`src/rtl/pms_defines.svh`:
```
// Constants for the dual-port serial register slave: page codes, bus
// addresses, internal register indices, reset values and timing figures.
// Assumes inclusion by bare name from the design files that need them.
`ifndef PMS_DEFINES_SVH
`define PMS_DEFINES_SVH

// ==========================================================================
// Page codes presented on the register access ports
// ==========================================================================
`define PMS_PAGE_POWER      3'h0
`define PMS_PAGE_IFACE      3'h1
`define PMS_PAGE_TRIM       3'h2
`define PMS_PAGE_OTP        3'h3
`define PMS_PAGE_SCALING    3'h4

// ==========================================================================
// Bus addresses (seven bits)
// ==========================================================================
// Upper five bits of the default and alternative general pages.
`define PMS_GEN_BASE_DEF    5'h12
`define PMS_GEN_BASE_ALT    5'h16
`define PMS_SCALING_ADDR    7'h12
`define PMS_HS_CODE_TOP     5'h01
`define PMS_GENERAL_CALL    7'h00

// ==========================================================================
// Internal registers, reached through the interfaces page
// ==========================================================================
`define PMS_REMAP_IDX       8'hf0
`define PMS_STATUS_IDX      8'hf1
`define PMS_REMAP_RESET     8'h00
`define PMS_UNDEF_VALUE     8'hff
`define PMS_BYTE_BITS       4'h8

// ==========================================================================
// Timing
// ==========================================================================
`define PMS_STD_RATE_KBPS   100
`define PMS_FAST_RATE_KBPS  400
`define PMS_HS_RATE_KBPS    3400
// Edge detection needs this many clock cycles per half bit period.
`define PMS_MIN_HALF_CYCLES 8

`endif

```
`src/rtl/pms_pkg.sv`:
```
// Types shared by the dual-port serial register slave.
// Assumes the defines header is compiled alongside.
package pms_pkg;

    // ======================================================================
    // Serial engine states
    // ======================================================================
    typedef enum logic [2:0] {
        PMS_IDLE     = 3'b000,
        PMS_ADDR     = 3'b001,
        PMS_ADDR_ACK = 3'b010,
        PMS_WR       = 3'b011,
        PMS_WR_ACK   = 3'b100,
        PMS_RD       = 3'b101,
        PMS_RD_ACK   = 3'b110
    } pms_state_t;

    typedef struct packed {
        pms_state_t  state;
        logic [3:0]  bitCnt;
        logic [7:0]  shift;
        logic [7:0]  tx;
        logic        rw;
        logic [2:0]  page;
        logic [7:0]  idx;
        logic        idxLoaded;
        logic        hsMode;
        logic        drvLow;
        logic        nack;
        logic        sclPrev;
        logic        sdaPrev;
        logic        wrPulse;
        logic [7:0]  wdata;
    } pms_port_t;

    typedef struct packed {
        pms_port_t [1:0] port;
        logic [7:0]      remap;
    } pms_top_t;

    typedef struct packed {
        logic [1:0] stage1;
        logic [1:0] stage2;
        logic [1:0] stage3;
        logic [1:0] filt;
    } pms_sync_t;

endpackage : pms_pkg

```
`src/rtl/pms_line_if.sv`:
```
// Filtered clock and data levels of one serial port.
// Assumes one synchroniser drives it and the engine only reads it.
`timescale 1ns/1ps
interface pms_line_if;
    logic scl;
    logic sda;
    modport src (output scl, output sda);
    modport dst (input scl, input sda);
endinterface : pms_line_if

```
`src/rtl/pms_pin_sync.sv`:
```
// Three-stage synchroniser and agreement filter for one clock and data pin.
// Assumes pins are asynchronous to clk and idle high.
`timescale 1ns/1ps
`include "pms_defines.svh"
module pms_pin_sync (
    input  wire logic  clk,
    input  wire logic  srst,
    input  wire logic  ce,
    input  wire logic  sclPin,
    input  wire logic  sdaPin,
    pms_line_if.src    line
);
    pms_pkg::pms_sync_t st;
    pms_pkg::pms_sync_t next_st;

    // ======================================================================
    // Filter
    // ======================================================================
    // A level is accepted only when stages two and three agree, which rejects
    // single-cycle glitches at the cost of one cycle of latency after stage three.
    always_comb begin
        next_st        = st;
        next_st.stage1 = {sclPin, sdaPin};
        next_st.stage2 = st.stage1;
        next_st.stage3 = st.stage2;
        for (int b = 0; b < 2; b++) begin
            if (st.stage2[b] == st.stage3[b]) begin
                next_st.filt[b] = st.stage3[b];
            end
        end
    end

    always_ff @(posedge clk) begin
        if (srst) begin
            st <= '{stage1: 2'h3, stage2: 2'h3, stage3: 2'h3, filt: 2'h3};
        end else if (ce) begin
            st <= next_st;
        end
    end

    assign line.scl = st.filt[1];
    assign line.sda = st.filt[0];

endmodule : pms_pin_sync

```
`src/rtl/pms_dual_slave.sv`:
```
// Two serial register slave ports: the general port with four remappable
// page addresses and the scaling port at one fixed address.
// Assumes the register space answers combinationally to page and index.
//
// How it works
// - Slave only: never drives the clock, never arbitrates.
// - Works at 100 kbps, 400 kbps and 3.4 Mbps bus rates.
// - Seven-bit addresses only; no ten-bit, general call ignored.
// - General port answers 010010xx; low two bits select the page.
// - Pages of 256: power, interfaces, trimming, OTP, scaling.
// - Scaling port answers only address 0x12.
// - Both ports run independently without interfering.
// - Select bits 0 to 3 move pages to 0x58 through 0x5B.
// - Scaling port address is never remapped.
// - Data falling while clock high starts an address byte.
// - Acknowledge address only on a match, low through ninth clock.
// - Eight data bits plus acknowledge by the receiver, repeating.
// - Data rising while clock high ends the link and releases.
// - Undefined registers read as 0xFF.
// - High-speed master code is recognised, not acknowledged.
// - High-speed mode holds over repeated starts, ends on stop.
// - Scaling port reaches only the scaling page.
`timescale 1ns/1ps
`include "pms_defines.svh"
module pms_dual_slave #(
    parameter int CLK_KHZ = 100000
) (
    input  wire logic        clk,
    input  wire logic        srst,
    input  wire logic        ce,
    input  wire logic        primaryClockPin,
    input  wire logic        primaryDataPin,
    output logic             primaryDataOut,
    output logic             primaryDataOeN,
    input  wire logic        scalingClockPin,
    input  wire logic        scalingDataPin,
    output logic             scalingDataOut,
    output logic             scalingDataOeN,
    output logic [2:0]       primaryRegPage,
    output logic [7:0]       primaryRegIndex,
    output logic [7:0]       primaryRegWdata,
    output logic             primaryRegWrite,
    input  wire logic [7:0]  primaryRegRdata,
    input  wire logic        primaryRegDefined,
    output logic [2:0]       scalingRegPage,
    output logic [7:0]       scalingRegIndex,
    output logic [7:0]       scalingRegWdata,
    output logic             scalingRegWrite,
    input  wire logic [7:0]  scalingRegRdata,
    input  wire logic        scalingRegDefined,
    output logic [7:0]       addressRemap,
    output logic             primaryHsMode,
    output logic             scalingHsMode
);
    // Edge detection needs several clocks per high-speed half bit.
    localparam int HALF_CYCLES = CLK_KHZ / (2 * `PMS_HS_RATE_KBPS);

    if (HALF_CYCLES < `PMS_MIN_HALF_CYCLES) begin : g_rate_check
        $error("Clock too slow for high-speed bus operation.");
    end

    pms_pkg::pms_top_t st;
    pms_pkg::pms_top_t next_st;

    logic [1:0] sclF;
    logic [1:0] sdaF;
    logic [1:0] sclPins;
    logic [1:0] sdaPins;
    logic [1:0] sclRise;
    logic [1:0] sclFall;
    logic [1:0] startEv;
    logic [1:0] stopEv;
    logic [1:0] regDefined;
    logic [7:0] rdVal    [2];
    logic [7:0] extRdata [2];
    logic [1:0] addrHit;
    logic [2:0] addrPage [2];

    assign sclPins    = {scalingClockPin, primaryClockPin};
    assign sdaPins    = {scalingDataPin, primaryDataPin};
    assign extRdata[0] = primaryRegRdata;
    assign extRdata[1] = scalingRegRdata;
    assign regDefined = {scalingRegDefined, primaryRegDefined};

    // ======================================================================
    // Per-port pin conditioning and bus events
    // ======================================================================
    pms_line_if line [2] ();

    for (genvar g = 0; g < 2; g++) begin : g_port
        pms_pin_sync u_sync (
            .clk    (clk),
            .srst   (srst),
            .ce     (ce),
            .sclPin (sclPins[g]),
            .sdaPin (sdaPins[g]),
            .line   (line[g])
        );

        assign sclF[g]    = line[g].scl;
        assign sdaF[g]    = line[g].sda;
        assign sclRise[g] = ce & sclF[g] & ~st.port[g].sclPrev;
        assign sclFall[g] = ce & ~sclF[g] & st.port[g].sclPrev;
        assign startEv[g] = ce & sclF[g] & st.port[g].sclPrev
                          & st.port[g].sdaPrev & ~sdaF[g];
        assign stopEv[g]  = ce & sclF[g] & st.port[g].sclPrev
                          & ~st.port[g].sdaPrev & sdaF[g];
    end

    // ======================================================================
    // Address decode
    // ======================================================================
    // Both ports decode from their own shift register, the general port also from
    // the remap register it alone writes, so an access on one never alters the other.
    always_comb begin
        logic [6:0] a0;
        logic [6:0] a1;
        logic       sel;
        a0  = st.port[0].shift[7:1];
        a1  = st.port[1].shift[7:1];
        sel = st.remap[a0[1:0]];
        addrHit[0] = (a0[6:2] == `PMS_GEN_BASE_DEF && !sel)
                   || (a0[6:2] == `PMS_GEN_BASE_ALT && sel);
        addrPage[0] = {1'b0, a0[1:0]};
        addrHit[1]  = (a1 == `PMS_SCALING_ADDR);
        addrPage[1] = `PMS_PAGE_SCALING;
    end

    // ======================================================================
    // Read data selection
    // ======================================================================
    always_comb begin
        for (int p = 0; p < 2; p++) begin
            rdVal[p] = regDefined[p] ? extRdata[p] : `PMS_UNDEF_VALUE;
        end
        if (st.port[0].page == `PMS_PAGE_IFACE) begin
            if (st.port[0].idx == `PMS_REMAP_IDX) begin
                rdVal[0] = st.remap;
            end else if (st.port[0].idx == `PMS_STATUS_IDX) begin
                rdVal[0] = {6'h00, st.port[1].hsMode, st.port[0].hsMode};
            end
        end
    end

    // ======================================================================
    // Serial engines
    // ======================================================================
    always_comb begin
        next_st = st;
        for (int p = 0; p < 2; p++) begin
            next_st.port[p].sclPrev = sclF[p];
            next_st.port[p].sdaPrev = sdaF[p];
            next_st.port[p].wrPulse = 1'b0;
            if (st.port[p].wrPulse) begin
                next_st.port[p].idx = st.port[p].idx + 8'h01;
            end
            if (startEv[p]) begin
                // A repeated start keeps the index and the high-speed mode.
                next_st.port[p].state     = pms_pkg::PMS_ADDR;
                next_st.port[p].bitCnt    = 4'h0;
                next_st.port[p].drvLow    = 1'b0;
                next_st.port[p].idxLoaded = 1'b0;
            end else if (stopEv[p]) begin
                next_st.port[p].state  = pms_pkg::PMS_IDLE;
                next_st.port[p].drvLow = 1'b0;
                next_st.port[p].hsMode = 1'b0;
            end else if (sclRise[p]) begin
                case (st.port[p].state)
                    pms_pkg::PMS_ADDR, pms_pkg::PMS_WR: begin
                        next_st.port[p].shift =
                            {st.port[p].shift[6:0], sdaF[p]};
                        next_st.port[p].bitCnt =
                            st.port[p].bitCnt + 4'h1;
                    end
                    pms_pkg::PMS_RD: begin
                        next_st.port[p].bitCnt =
                            st.port[p].bitCnt + 4'h1;
                    end
                    pms_pkg::PMS_RD_ACK: begin
                        next_st.port[p].nack = sdaF[p];
                    end
                    default: begin
                    end
                endcase
            end else if (sclFall[p]) begin
                case (st.port[p].state)
                    pms_pkg::PMS_ADDR: begin
                        if (st.port[p].bitCnt == `PMS_BYTE_BITS) begin
                            next_st.port[p].rw = st.port[p].shift[0];
                            if (st.port[p].shift[7:3] ==
                                `PMS_HS_CODE_TOP) begin
                                // Master code: switch, stay silent.
                                next_st.port[p].hsMode = 1'b1;
                                next_st.port[p].state  = pms_pkg::PMS_IDLE;
                            end else if (addrHit[p]) begin
                                next_st.port[p].drvLow = 1'b1;
                                next_st.port[p].page   = addrPage[p];
                                next_st.port[p].state  =
                                    pms_pkg::PMS_ADDR_ACK;
                            end else begin
                                next_st.port[p].state =
                                    pms_pkg::PMS_IDLE;
                            end
                        end
                    end
                    pms_pkg::PMS_ADDR_ACK, pms_pkg::PMS_RD_ACK: begin
                        next_st.port[p].bitCnt = 4'h0;
                        if (st.port[p].state == pms_pkg::PMS_RD_ACK &&
                            st.port[p].nack) begin
                            next_st.port[p].drvLow = 1'b0;
                            next_st.port[p].state  = pms_pkg::PMS_IDLE;
                        end else if (st.port[p].rw) begin
                            next_st.port[p].drvLow = ~rdVal[p][7];
                            next_st.port[p].tx     = {rdVal[p][6:0], 1'b0};
                            next_st.port[p].state  = pms_pkg::PMS_RD;
                        end else begin
                            next_st.port[p].drvLow = 1'b0;
                            next_st.port[p].state  = pms_pkg::PMS_WR;
                        end
                    end
                    pms_pkg::PMS_WR: begin
                        if (st.port[p].bitCnt == `PMS_BYTE_BITS) begin
                            next_st.port[p].drvLow = 1'b1;
                            next_st.port[p].state  = pms_pkg::PMS_WR_ACK;
                            if (!st.port[p].idxLoaded) begin
                                next_st.port[p].idx = st.port[p].shift;
                                next_st.port[p].idxLoaded = 1'b1;
                            end else if (p == 0 &&
                                st.port[0].page == `PMS_PAGE_IFACE &&
                                st.port[0].idx == `PMS_REMAP_IDX) begin
                                // Lower four bits steer the page decode.
                                next_st.remap = st.port[0].shift;
                                next_st.port[p].idx = st.port[p].idx + 8'h01;
                            end else begin
                                next_st.port[p].wrPulse = 1'b1;
                                next_st.port[p].wdata   = st.port[p].shift;
                            end
                        end
                    end
                    pms_pkg::PMS_WR_ACK: begin
                        next_st.port[p].drvLow = 1'b0;
                        next_st.port[p].bitCnt = 4'h0;
                        next_st.port[p].state  = pms_pkg::PMS_WR;
                    end
                    pms_pkg::PMS_RD: begin
                        if (st.port[p].bitCnt == `PMS_BYTE_BITS) begin
                            // Release so the master can acknowledge.
                            next_st.port[p].drvLow = 1'b0;
                            next_st.port[p].nack   = 1'b1;
                            next_st.port[p].idx = st.port[p].idx + 8'h01;
                            next_st.port[p].state  = pms_pkg::PMS_RD_ACK;
                        end else begin
                            next_st.port[p].drvLow = ~st.port[p].tx[7];
                            next_st.port[p].tx = {st.port[p].tx[6:0], 1'b0};
                        end
                    end
                    default: begin
                        next_st.port[p].state = pms_pkg::PMS_IDLE;
                    end
                endcase
            end
        end
    end

    always_ff @(posedge clk) begin
        if (srst) begin
            st       <= '0;
            st.remap <= `PMS_REMAP_RESET;
            st.port[0].sclPrev <= 1'b1;
            st.port[0].sdaPrev <= 1'b1;
            st.port[1].sclPrev <= 1'b1;
            st.port[1].sdaPrev <= 1'b1;
        end else if (ce) begin
            st <= next_st;
        end
    end

    // ======================================================================
    // Outputs
    // ======================================================================
    // Open drain: the data line is only ever pulled low, never the clock.
    assign primaryDataOut  = 1'b0;
    assign scalingDataOut  = 1'b0;
    assign primaryDataOeN  = ~st.port[0].drvLow;
    assign scalingDataOeN  = ~st.port[1].drvLow;
    assign primaryRegPage  = st.port[0].page;
    assign primaryRegIndex = st.port[0].idx;
    assign primaryRegWdata = st.port[0].wdata;
    assign primaryRegWrite = st.port[0].wrPulse;
    assign scalingRegPage  = st.port[1].page;
    assign scalingRegIndex = st.port[1].idx;
    assign scalingRegWdata = st.port[1].wdata;
    assign scalingRegWrite = st.port[1].wrPulse;
    assign addressRemap    = st.remap;
    assign primaryHsMode   = st.port[0].hsMode;
    assign scalingHsMode   = st.port[1].hsMode;

    // ======================================================================
    // Checks
    // ======================================================================
    for (genvar g = 0; g < 2; g++) begin : g_chk
        AST_START_ADDR: assert property (@(posedge clk) disable iff (srst)
            startEv[g] |=> st.port[g].state == pms_pkg::PMS_ADDR
                && st.port[g].bitCnt == 4'h0 && !st.port[g].drvLow)
            else $error("Start did not open an address byte.");

        AST_STOP_RELEASE: assert property (@(posedge clk)
            disable iff (srst)
            stopEv[g] |=> st.port[g].state == pms_pkg::PMS_IDLE
                && !st.port[g].drvLow && !st.port[g].hsMode)
            else $error("Stop did not release the bus.");

        AST_HS_NO_ACK: assert property (@(posedge clk) disable iff (srst)
            sclFall[g] && st.port[g].state == pms_pkg::PMS_ADDR
                && st.port[g].bitCnt == `PMS_BYTE_BITS
                && st.port[g].shift[7:3] == `PMS_HS_CODE_TOP
            |=> st.port[g].hsMode && !st.port[g].drvLow [*2])
            else $error("Master code was acknowledged.");

        AST_HS_HOLD: assert property (@(posedge clk) disable iff (srst)
            st.port[g].hsMode && !stopEv[g] |=> st.port[g].hsMode)
            else $error("High-speed mode dropped without a stop.");

        AST_NO_GENCALL: assert property (@(posedge clk)
            disable iff (srst)
            sclFall[g] && st.port[g].state == pms_pkg::PMS_ADDR
                && st.port[g].bitCnt == `PMS_BYTE_BITS
                && st.port[g].shift[7:1] == `PMS_GENERAL_CALL
            |=> st.port[g].state == pms_pkg::PMS_IDLE)
            else $error("General call was answered.");

        AST_ACK_ONLY_MATCH: assert property (@(posedge clk)
            disable iff (srst)
            $rose(st.port[g].state == pms_pkg::PMS_ADDR_ACK)
            |-> $past(addrHit[g]) && st.port[g].drvLow)
            else $error("Address acknowledged without a match.");

        AST_WR_INCR: assert property (@(posedge clk) disable iff (srst)
            st.port[g].wrPulse && ce
            |=> st.port[g].idx == $past(st.port[g].idx) + 8'h01)
            else $error("Index did not advance after a write.");

        AST_UNDEF_FF: assert property (@(posedge clk) disable iff (srst)
            sclFall[g] && st.port[g].state == pms_pkg::PMS_ADDR_ACK
                && st.port[g].rw && !regDefined[g]
                && !(g == 0 && st.port[0].page == `PMS_PAGE_IFACE)
            |=> st.port[g].drvLow == 1'b0 && st.port[g].tx == 8'hfe)
            else $error("Undefined register did not read as 0xFF.");
    end

    AST_SCALING_PAGE: assert property (@(posedge clk) disable iff (srst)
        scalingRegWrite |-> scalingRegPage == `PMS_PAGE_SCALING)
        else $error("Scaling port left its page.");

    AST_SCALING_FIXED: assert property (@(posedge clk) disable iff (srst)
        sclFall[1] && st.port[1].state == pms_pkg::PMS_ADDR
            && st.port[1].bitCnt == `PMS_BYTE_BITS
            && st.port[1].shift[7:1] == `PMS_SCALING_ADDR
        |=> st.port[1].state == pms_pkg::PMS_ADDR_ACK && st.port[1].drvLow)
        else $error("Scaling port missed its fixed address.");

endmodule : pms_dual_slave

```
`config.mk`:
```
export PLATFORM = sky130hd
export DESIGN_NAME = pms_dual_slave
export DESIGN_NICKNAME = d
export VERILOG_FILES = /design/src/rtl/pms_pkg.sv /design/src/rtl/pms_line_if.sv /design/src/rtl/pms_pin_sync.sv /design/src/rtl/pms_dual_slave.sv
export VERILOG_INCLUDE_DIRS = /design/src /design/src/rtl
export SDC_FILE = /design/constraint.sdc
export NUM_CORES = 1
export LEC_CHECK = 0
export ABC_AREA = 1
export BUFFER_PORTS_ARGS = -buffer_cell sky130_fd_sc_hd__buf_2
export CAP_MARGIN = 20
export CORE_UTILIZATION = 48
export CTS_BUF_LIST = sky130_fd_sc_hd__clkbuf_8
export CTS_CLUSTER_SIZE = 20
export DETAILED_ROUTE_END_ITERATION = 6
export GPL_TIMING_DRIVEN = 0
export PLACE_DENSITY = 0.68
export SYNTH_ARGS = -nofsm -noshare
export SYNTH_HDL_FRONTEND = slang
export SYNTH_SLANG_ARGS = --single-unit
```
`constraint.sdc`:
```
create_clock -name clk -period 4.3 [get_ports clk]
set_clock_uncertainty 0.1 [all_clocks]
set_input_delay 0.645 -clock clk [delete_from_list [all_inputs] [get_ports clk]]
set_output_delay 0.645 -clock clk [all_outputs]
set_load 0.005 [all_outputs]
```
==> results.ini, run 1 <==
[run_status]
outcome=finished clean

[floorplanning]
fp.dieH_microns=120
num_rows=42
fp.dieW_microns=120
coreArea_sq_um=13300
start_util_pct=49.7
die-area_sq_um=14300
io-pin-count=79

[clock_tree]
cts_root_buffer=clkbuf_8
clkLatencyLatePin_ns=0.45
cts_sinks=119
htree_levels=4
cts_buffers=17
cts_tree=yes
cts_buffer_depth=2
clkTransAtPathRegs_ns=0.08
post-cts-setup-buffer-count=0
cts_resized=0
cts_hold_buffers=0

[worst_setup_path]
rr_startpoint=st[51]
ff2ff_path_depth=10
critPathKind=reg2reg
slowest_delay_ns=0.41
r2r-end=st[57]
critical_path_required_ns=4.57
arrival_ns=2.66
cp-start-kind=flip-flop
path_cells=inv_1 > ha_1 > nand3_1 > inv_1 > nor2_1 > o21ai_2 > nand2_1 > nor2_1 > o21ai_0 > a21oi_1
crit_buf_inv=2
crit_slowest_cell=nand3_1
crit_family=simple AND/OR/NAND/NOR gates
worst-path-max-fanout=7
rrSetupSlack_ns=1.92
crit_start=st[51]
critPathCaptureType=flip-flop

[timing]
finalSetupTns_ns=0
final-max-slew-violation-count=0
setup_ws_ns=1.92
setup_viol=0
max_slew.worst_pin.slew_ns=0.738
fmax_mhz=419
rsz0062_at_grt=no
layout_min_cycle_time_ns=2.38
final-hold-violation-count=0
period_share_pct=55.5
maxSlewHeadroom_pct=50.8

[global_route]
grt_pass1_wl_microns=29400
grt-ovfl-total=0
grt.total_usage_pct=26.0
grt_start_max_net_pins=17
antenna_found_initial=0
grt_pass1_vias=5995

[synth]
postSynthCellCount=974
synth_area_per_cell_sq_um=6.81
ys_async_sr_fraction_pct=0
synth_xor_xnor_area_share_pct=1.58
synth_fa_ha_area_share_pct=1.51
ys_ff_latch=119
ys.warnings.count=0
synth_cell_type_count=47
synth_top_family_by_area=simple AND/OR/NAND/NOR gates
synth_compound_area_share_pct=22.1
yosys.area_share.simple_pct=24.9
yosysSeqAreaShare_pct=35.9
synthFlopType=dfxtp_1
synth_edf_count=0
synth.mux.area_fraction_pct=0
syn_area_sq_um=6630

[flow_run]
cap_violations=0

[placed_design]
gp_congestion=0.936
place_hpwl_microns=13200
postPlaceCellArea_sq_um=7230
dp_slack_ns=1.73
portBuffers=73
placedCellCount=1227

[routing]
vias_per_cell=5.26
firstDrtPassIters=5
wl_per_cell_microns=14.3
drtIter0Drc=661
postRouteAntennaNets=0
wl_microns=18100
vias=6624
drc=0

[worst_hold_path]
hold_path_end=g_port[1].u_sync.next_st[4]
hold_depth=3
hold_start=scalingDataPin
hp-class=in2reg

[cells_and_area]
final_area_sq_um=7730
syn2layout_area_growth_pct=16.5
instances_no_fill=1259
antenna_cells=0
fill_cells=1344
layout.nets=1103
drive_gt1_share_pct=17.6

[pwr]
ir_drop_mv=0.243
cellPowerDensity_nw_per_um2=339
leakagePower_nw=3.49

==> sequential cells by signal, summed over array words and instances (netlist names) <==
register	cells
addrPage	2
addressRemap	8
g_port.u_sync.line.scl	2
g_port.u_sync.line.sda	2
g_port.u_sync.next_st	8
g_port.u_sync.st	4
primaryHsMode	1
primaryRegIndex	8
primaryRegPage	2
primaryRegWdata	8
primaryRegWrite	1
scalingHsMode	1
scalingRegIndex	8
scalingRegPage	1
scalingRegWdata	8
scalingRegWrite	1
st	54
==> routing by layer <==
layer / share of wire, % / track usage, % / vias up
met5: 0 / 0 / -
met2: 48 / 44.0 / 223
met1: 45 / 33.1 / 3007
met4: 1.9 / 8.05 / 0
li1: - / - / 3364
met3: 5.6 / 5.42 / 30
==> area by class of cell <==
class                      instances  area (sq um)  share of cell area (%)
tap                              176           220                    2.85
sequential                       119          2380                    30.8
multi-input combinational        668          3340                    43.2
clock buffer                      20           275                    3.56
inverter                         114           428                    5.54
clock inverter                    12           221                    2.87
buffer                            77           499                    6.46
timing repair buffer              73           365                    4.73
==> cell usage after synthesis, types with 3 or more instances <==
master	number	area share, %
buf_2	3	0.23
nand3_1	53	4.0
xor2_1	8	1.1
inv_1	108	6.1
a21oi_1	102	7.7
inv_2	6	0.34
dfxtp_1	119	36
a31oi_1	5	0.47
buf_4	49	5.5
nor2_4	5	0.85
nor3_1	12	0.91
a211oi_1	6	0.68
o21ai_0	120	9.1
nor2_2	3	0.28
nand2_2	3	0.28
o211ai_1	11	1.2
xnor2_1	4	0.53
ha_1	8	1.5
o21ai_1	5	0.38
o22ai_1	10	0.94
buf_6	3	0.51
buf_1	6	0.34
nand2_1	175	9.9
nor2_1	100	5.7
clkbuf_1	16	0.91
nand4_1	6	0.57
==> through the flow <==
step                utilization, %  power [mW]  hold slack (ns)
finish                        57.9        2.62            0.293
global route                  57.9        2.71            0.295
CTS                           57.9        2.63            0.284
detailed placement            54.2        1.37            0.343
global placement              54.2        1.37            0.339
floorplan                        -        1.31            0.325
==> power by group <==
part	switching (mW)	internal, mW	leakage (nW)	total [mW]
logic	0.124	0.0767	2.28	0.201
clock network	0.474	0.795	0.247	1.27
registers	0.0257	1.13	0.966	1.15
total	0.623	2.00	3.49	2.62
==> worst min-delay path: cells and delay by family <==
kind / cells / cell delay [ns]
buffers and inverters: 1 / 0.07
AND/OR/NAND/NOR: 2 / 0.10
==> worst max-delay path by stage <==
stage	endpoint	slack (ns)	depth (start not counted)
finish	st[57]	1.92	10
global route	st[20]	1.79	11
CTS	st[57]	1.92	10
detailed placement	st[98]	1.73	8
global placement	st[99]	1.76	8
floorplan	st[102]	2.36	8
==> logic make-up (layout without fill, tap and decap cells) <==
family / after synthesis / count (layout)
flops: 119 / 119
compound gates: 271 / 271
xor+xnor: 12 / 12
simple gates: 372 / 372
buf+inv: 191 / 296
other cells: 1 / 5
fa+ha+maj: 8 / 8
==> placed cells by master (no fill, tap or decap), types with 4 or more instances in the layout <==
cell       netlist  layout
a211oi_1         6       6
a21oi_1        102     102
a31oi_1          5       5
buf_1            6       6
buf_2            3      76
buf_4           49      49
bufinv_16        0       6
clkbuf_1        16      16
clkbuf_8         0      20
conb_1           1       5
dfxtp_1        119     119
ha_1             8       8
inv_1          108     109
inv_2            6       6
nand2_1        175     175
nand3_1         53      53
nand4_1          6       6
nor2_1         100     100
nor2_4           5       5
nor3_1          12      12
o211ai_1        11      11
o21ai_0        120     120
o21ai_1          5       5
o22ai_1         10      10
xnor2_1          4       4
xor2_1           8       8
Power figures use the tool's default switching activity.
==> run 2, diff against run 1 <==
==> constraint.sdc (replaced) <==
create_clock -name clk -period 2.25 [get_ports clk]
set_clock_uncertainty 0.1 [all_clocks]
set_input_delay 0.3375 -clock clk [delete_from_list [all_inputs] [get_ports clk]]
set_output_delay 0.3375 -clock clk [all_outputs]
set_load 0.005 [all_outputs]
==> run 2 against run 1 <==
  * Worst setup slack lost 1.8 ns
  * Global-route usage rose by 0.061 points
  * Clock power is 91% higher
  * Sequential power increased by 91%
  * Largest cell class unchanged
==> results.ini, run 2 (same netlist as run 1, synthesis figures left out) <==
[timing]
rsz0062_at_grt=yes
maxSlewHeadroom_pct=50.1  ; -0.75 points
max_slew.worst_pin.slew_ns=0.749  ; +0.0112 ns
fmax_mhz=478  ; +14%
final-max-slew-violation-count=0  ; unchanged
final-hold-violation-count=0  ; unchanged
layout_min_cycle_time_ns=2.09  ; -0.293 ns
setup_viol=0  ; unchanged
holdWs_ns=0.110  ; -0.183 ns
period_share_pct=93.0  ; +37 points

[floorplanning]
fp.dieH_microns=120  ; unchanged
fp.dieW_microns=120  ; unchanged
die-area_sq_um=14300  ; unchanged
coreArea_sq_um=13300  ; unchanged
start_util_pct=49.7  ; unchanged
io-pin-count=79  ; unchanged
num_rows=42  ; unchanged

[global_route]
grt_pass1_wl_microns=29400  ; +0.24%
antenna_found_initial=0  ; unchanged
grt_start_max_net_pins=17  ; unchanged
grt_pass1_vias=6002  ; +0.12%
grt.total_usage_pct=26.1  ; +0.061 points
grt-ovfl-total=0  ; unchanged

[flow_run]
cap_violations=0  ; unchanged

[placed_design]
place_hpwl_microns=13200  ; unchanged
portBuffers=73  ; unchanged
placedCellCount=1227  ; unchanged
gp_congestion=0.936  ; unchanged

[pwr]
total_power_mw=5.02  ; +91%
cellPowerDensity_nw_per_um2=643  ; +90%
leakagePower_nw=3.52  ; +0.86%
ir_drop_mv=0.465  ; +91%

[routing]
firstDrtPassIters=5  ; unchanged
drtIter0Drc=589  ; -11%
wl_per_cell_microns=14.3  ; about the same
wl_microns=18100  ; +0.48%
postRouteAntennaNets=0  ; unchanged
vias=6602  ; -0.33%
drc=0  ; unchanged
vias_per_cell=5.21  ; -0.88%

[clock_tree]
clkLatencyLatePin_ns=0.45  ; about the same
cts_buffers=17  ; unchanged
clkTransAtPathRegs_ns=0.08  ; about the same
htree_levels=4  ; unchanged
cts_tree=yes
cts_buffer_depth=2  ; unchanged
cts_root_buffer=clkbuf_8
cts_sinks=119  ; unchanged

[worst_setup_path]
path_common_cell=inv_1
rr_startpoint=primaryRegIndex[0]
critical_path_required_ns=2.54  ; -2.03 ns
worst-path-max-fanout=10  ; +3
cp-start-kind=flip-flop
path_cells=inv_1 > ha_1 > inv_1 > nor2_1 > nand3_2 > inv_1 > nand2_2 > nor2_4 > buf_6 > o21ai_1 > a21oi_1
r2r-end=addressRemap[3]
critPathKind=reg2reg
arrival_ns=2.38  ; -0.28 ns
crit_slowest_cell=dfxtp_1
slowest_delay_ns=0.41  ; about the same
rrSetupSlack_ns=0.16  ; -1.76 ns
ff2ff_path_depth=11  ; +1
critPathCaptureType=flip-flop

[worst_hold_path]
hold_path_end=scalingRegIndex[3]
hp-class=in2reg
hold_start=srst
hold_depth=4  ; +1

[cells_and_area]
syn2layout_area_growth_pct=17.6
final_common_cell=nand2_1
layout.nets=1110  ; +0.63%
final_cell_mix=175 x nand2_1, 120 x o21ai_0, 119 x dfxtp_1, 108 x inv_1, 102 x a21oi_1
largest_reg_flops=54  ; unchanged
final_util_pct=58.5  ; +0.54 points
drive_gt1_share_pct=18.2  ; +0.53 points
top_register=st
instances_no_fill=1266  ; +0.56%
fill_cells=1331  ; -0.97%
antenna_cells=0  ; unchanged

[run_status]
outcome=finished clean

[run 2: area by class of cell]
cell class                 instances  area, sq um  share of cell area (%)
clock inverter                    12          221                    2.84
multi-input combinational        668         3350                    42.9
sequential                       119         2380                    30.5
timing repair buffer              80          428                    5.48
tap                              176          220                    2.82
inverter                         114          428                    5.48
buffer                            77          499                    6.40
clock buffer                      20          275                    3.53
[run 2: metal layers]
metal	part of all wire, %	track usage [%]
met3	6.0	5.42
met5	0	0
met2	48	44.1
met1	45	33.2
met4	1.8	8.05
[run 2: through the flow]
step | setup TNS (ns) | worst slack (ns) | cell area (sq um)
3_5_place_dp | -0.169 | -0.0915 | 7230
6_report | 0 | 0.158 | 7800
3_3_place_gp | -0.160 | -0.0770 | 7230
5_1_grt | -0.00875 | -0.00875 | 7800
4_1_cts | 0 | 0.0914 | 7770
2_1_floorplan | 0 | 0.460 | 6650
[run 2: where the power goes]
| group | internal (mW) | leakage [nW] | switching [mW] |
|---|---|---|---|
| sequential | 2.15 | 0.966 | 0.0491 |
| combinational | 0.151 | 2.31 | 0.238 |
| clock | 1.52 | 0.247 | 0.908 |
[run 2: what timing repair did]
action	4_1_cts	5_1_grt
setup endpoints to repair	3	15
setup buffers	0	3
gates resized for setup	1	3
pin swaps	0	3
hold buffers	4	0
endpoints found under the hold margin	4	0
[run 2: worst max-delay path by stage]
stage	start	endpoint	slack [ns]	cells past startpoint
2_1_floorplan	st[51]	st[57]	0.46	10
5_1_grt	st[101]	scalingRegIndex[5]	-0.009	10
4_1_cts	st[51]	st[57]	0.09	10
3_3_place_gp	st[51]	st[57]	-0.08	10
3_5_place_dp	st[51]	st[57]	-0.09	10
6_report	primaryRegIndex[0]	addressRemap[3]	0.16	11
[run 2: critical path, delay by kind of cell (launching register included)]
kind	cells	cell delay, ns
buffers and inverters	4	0.49
AND/OR/NAND/NOR	4	0.64
adder cells (fa/ha/maj)	1	0.16
AO/OA/AOI/OAI	2	0.20
flip-flops	1	0.41
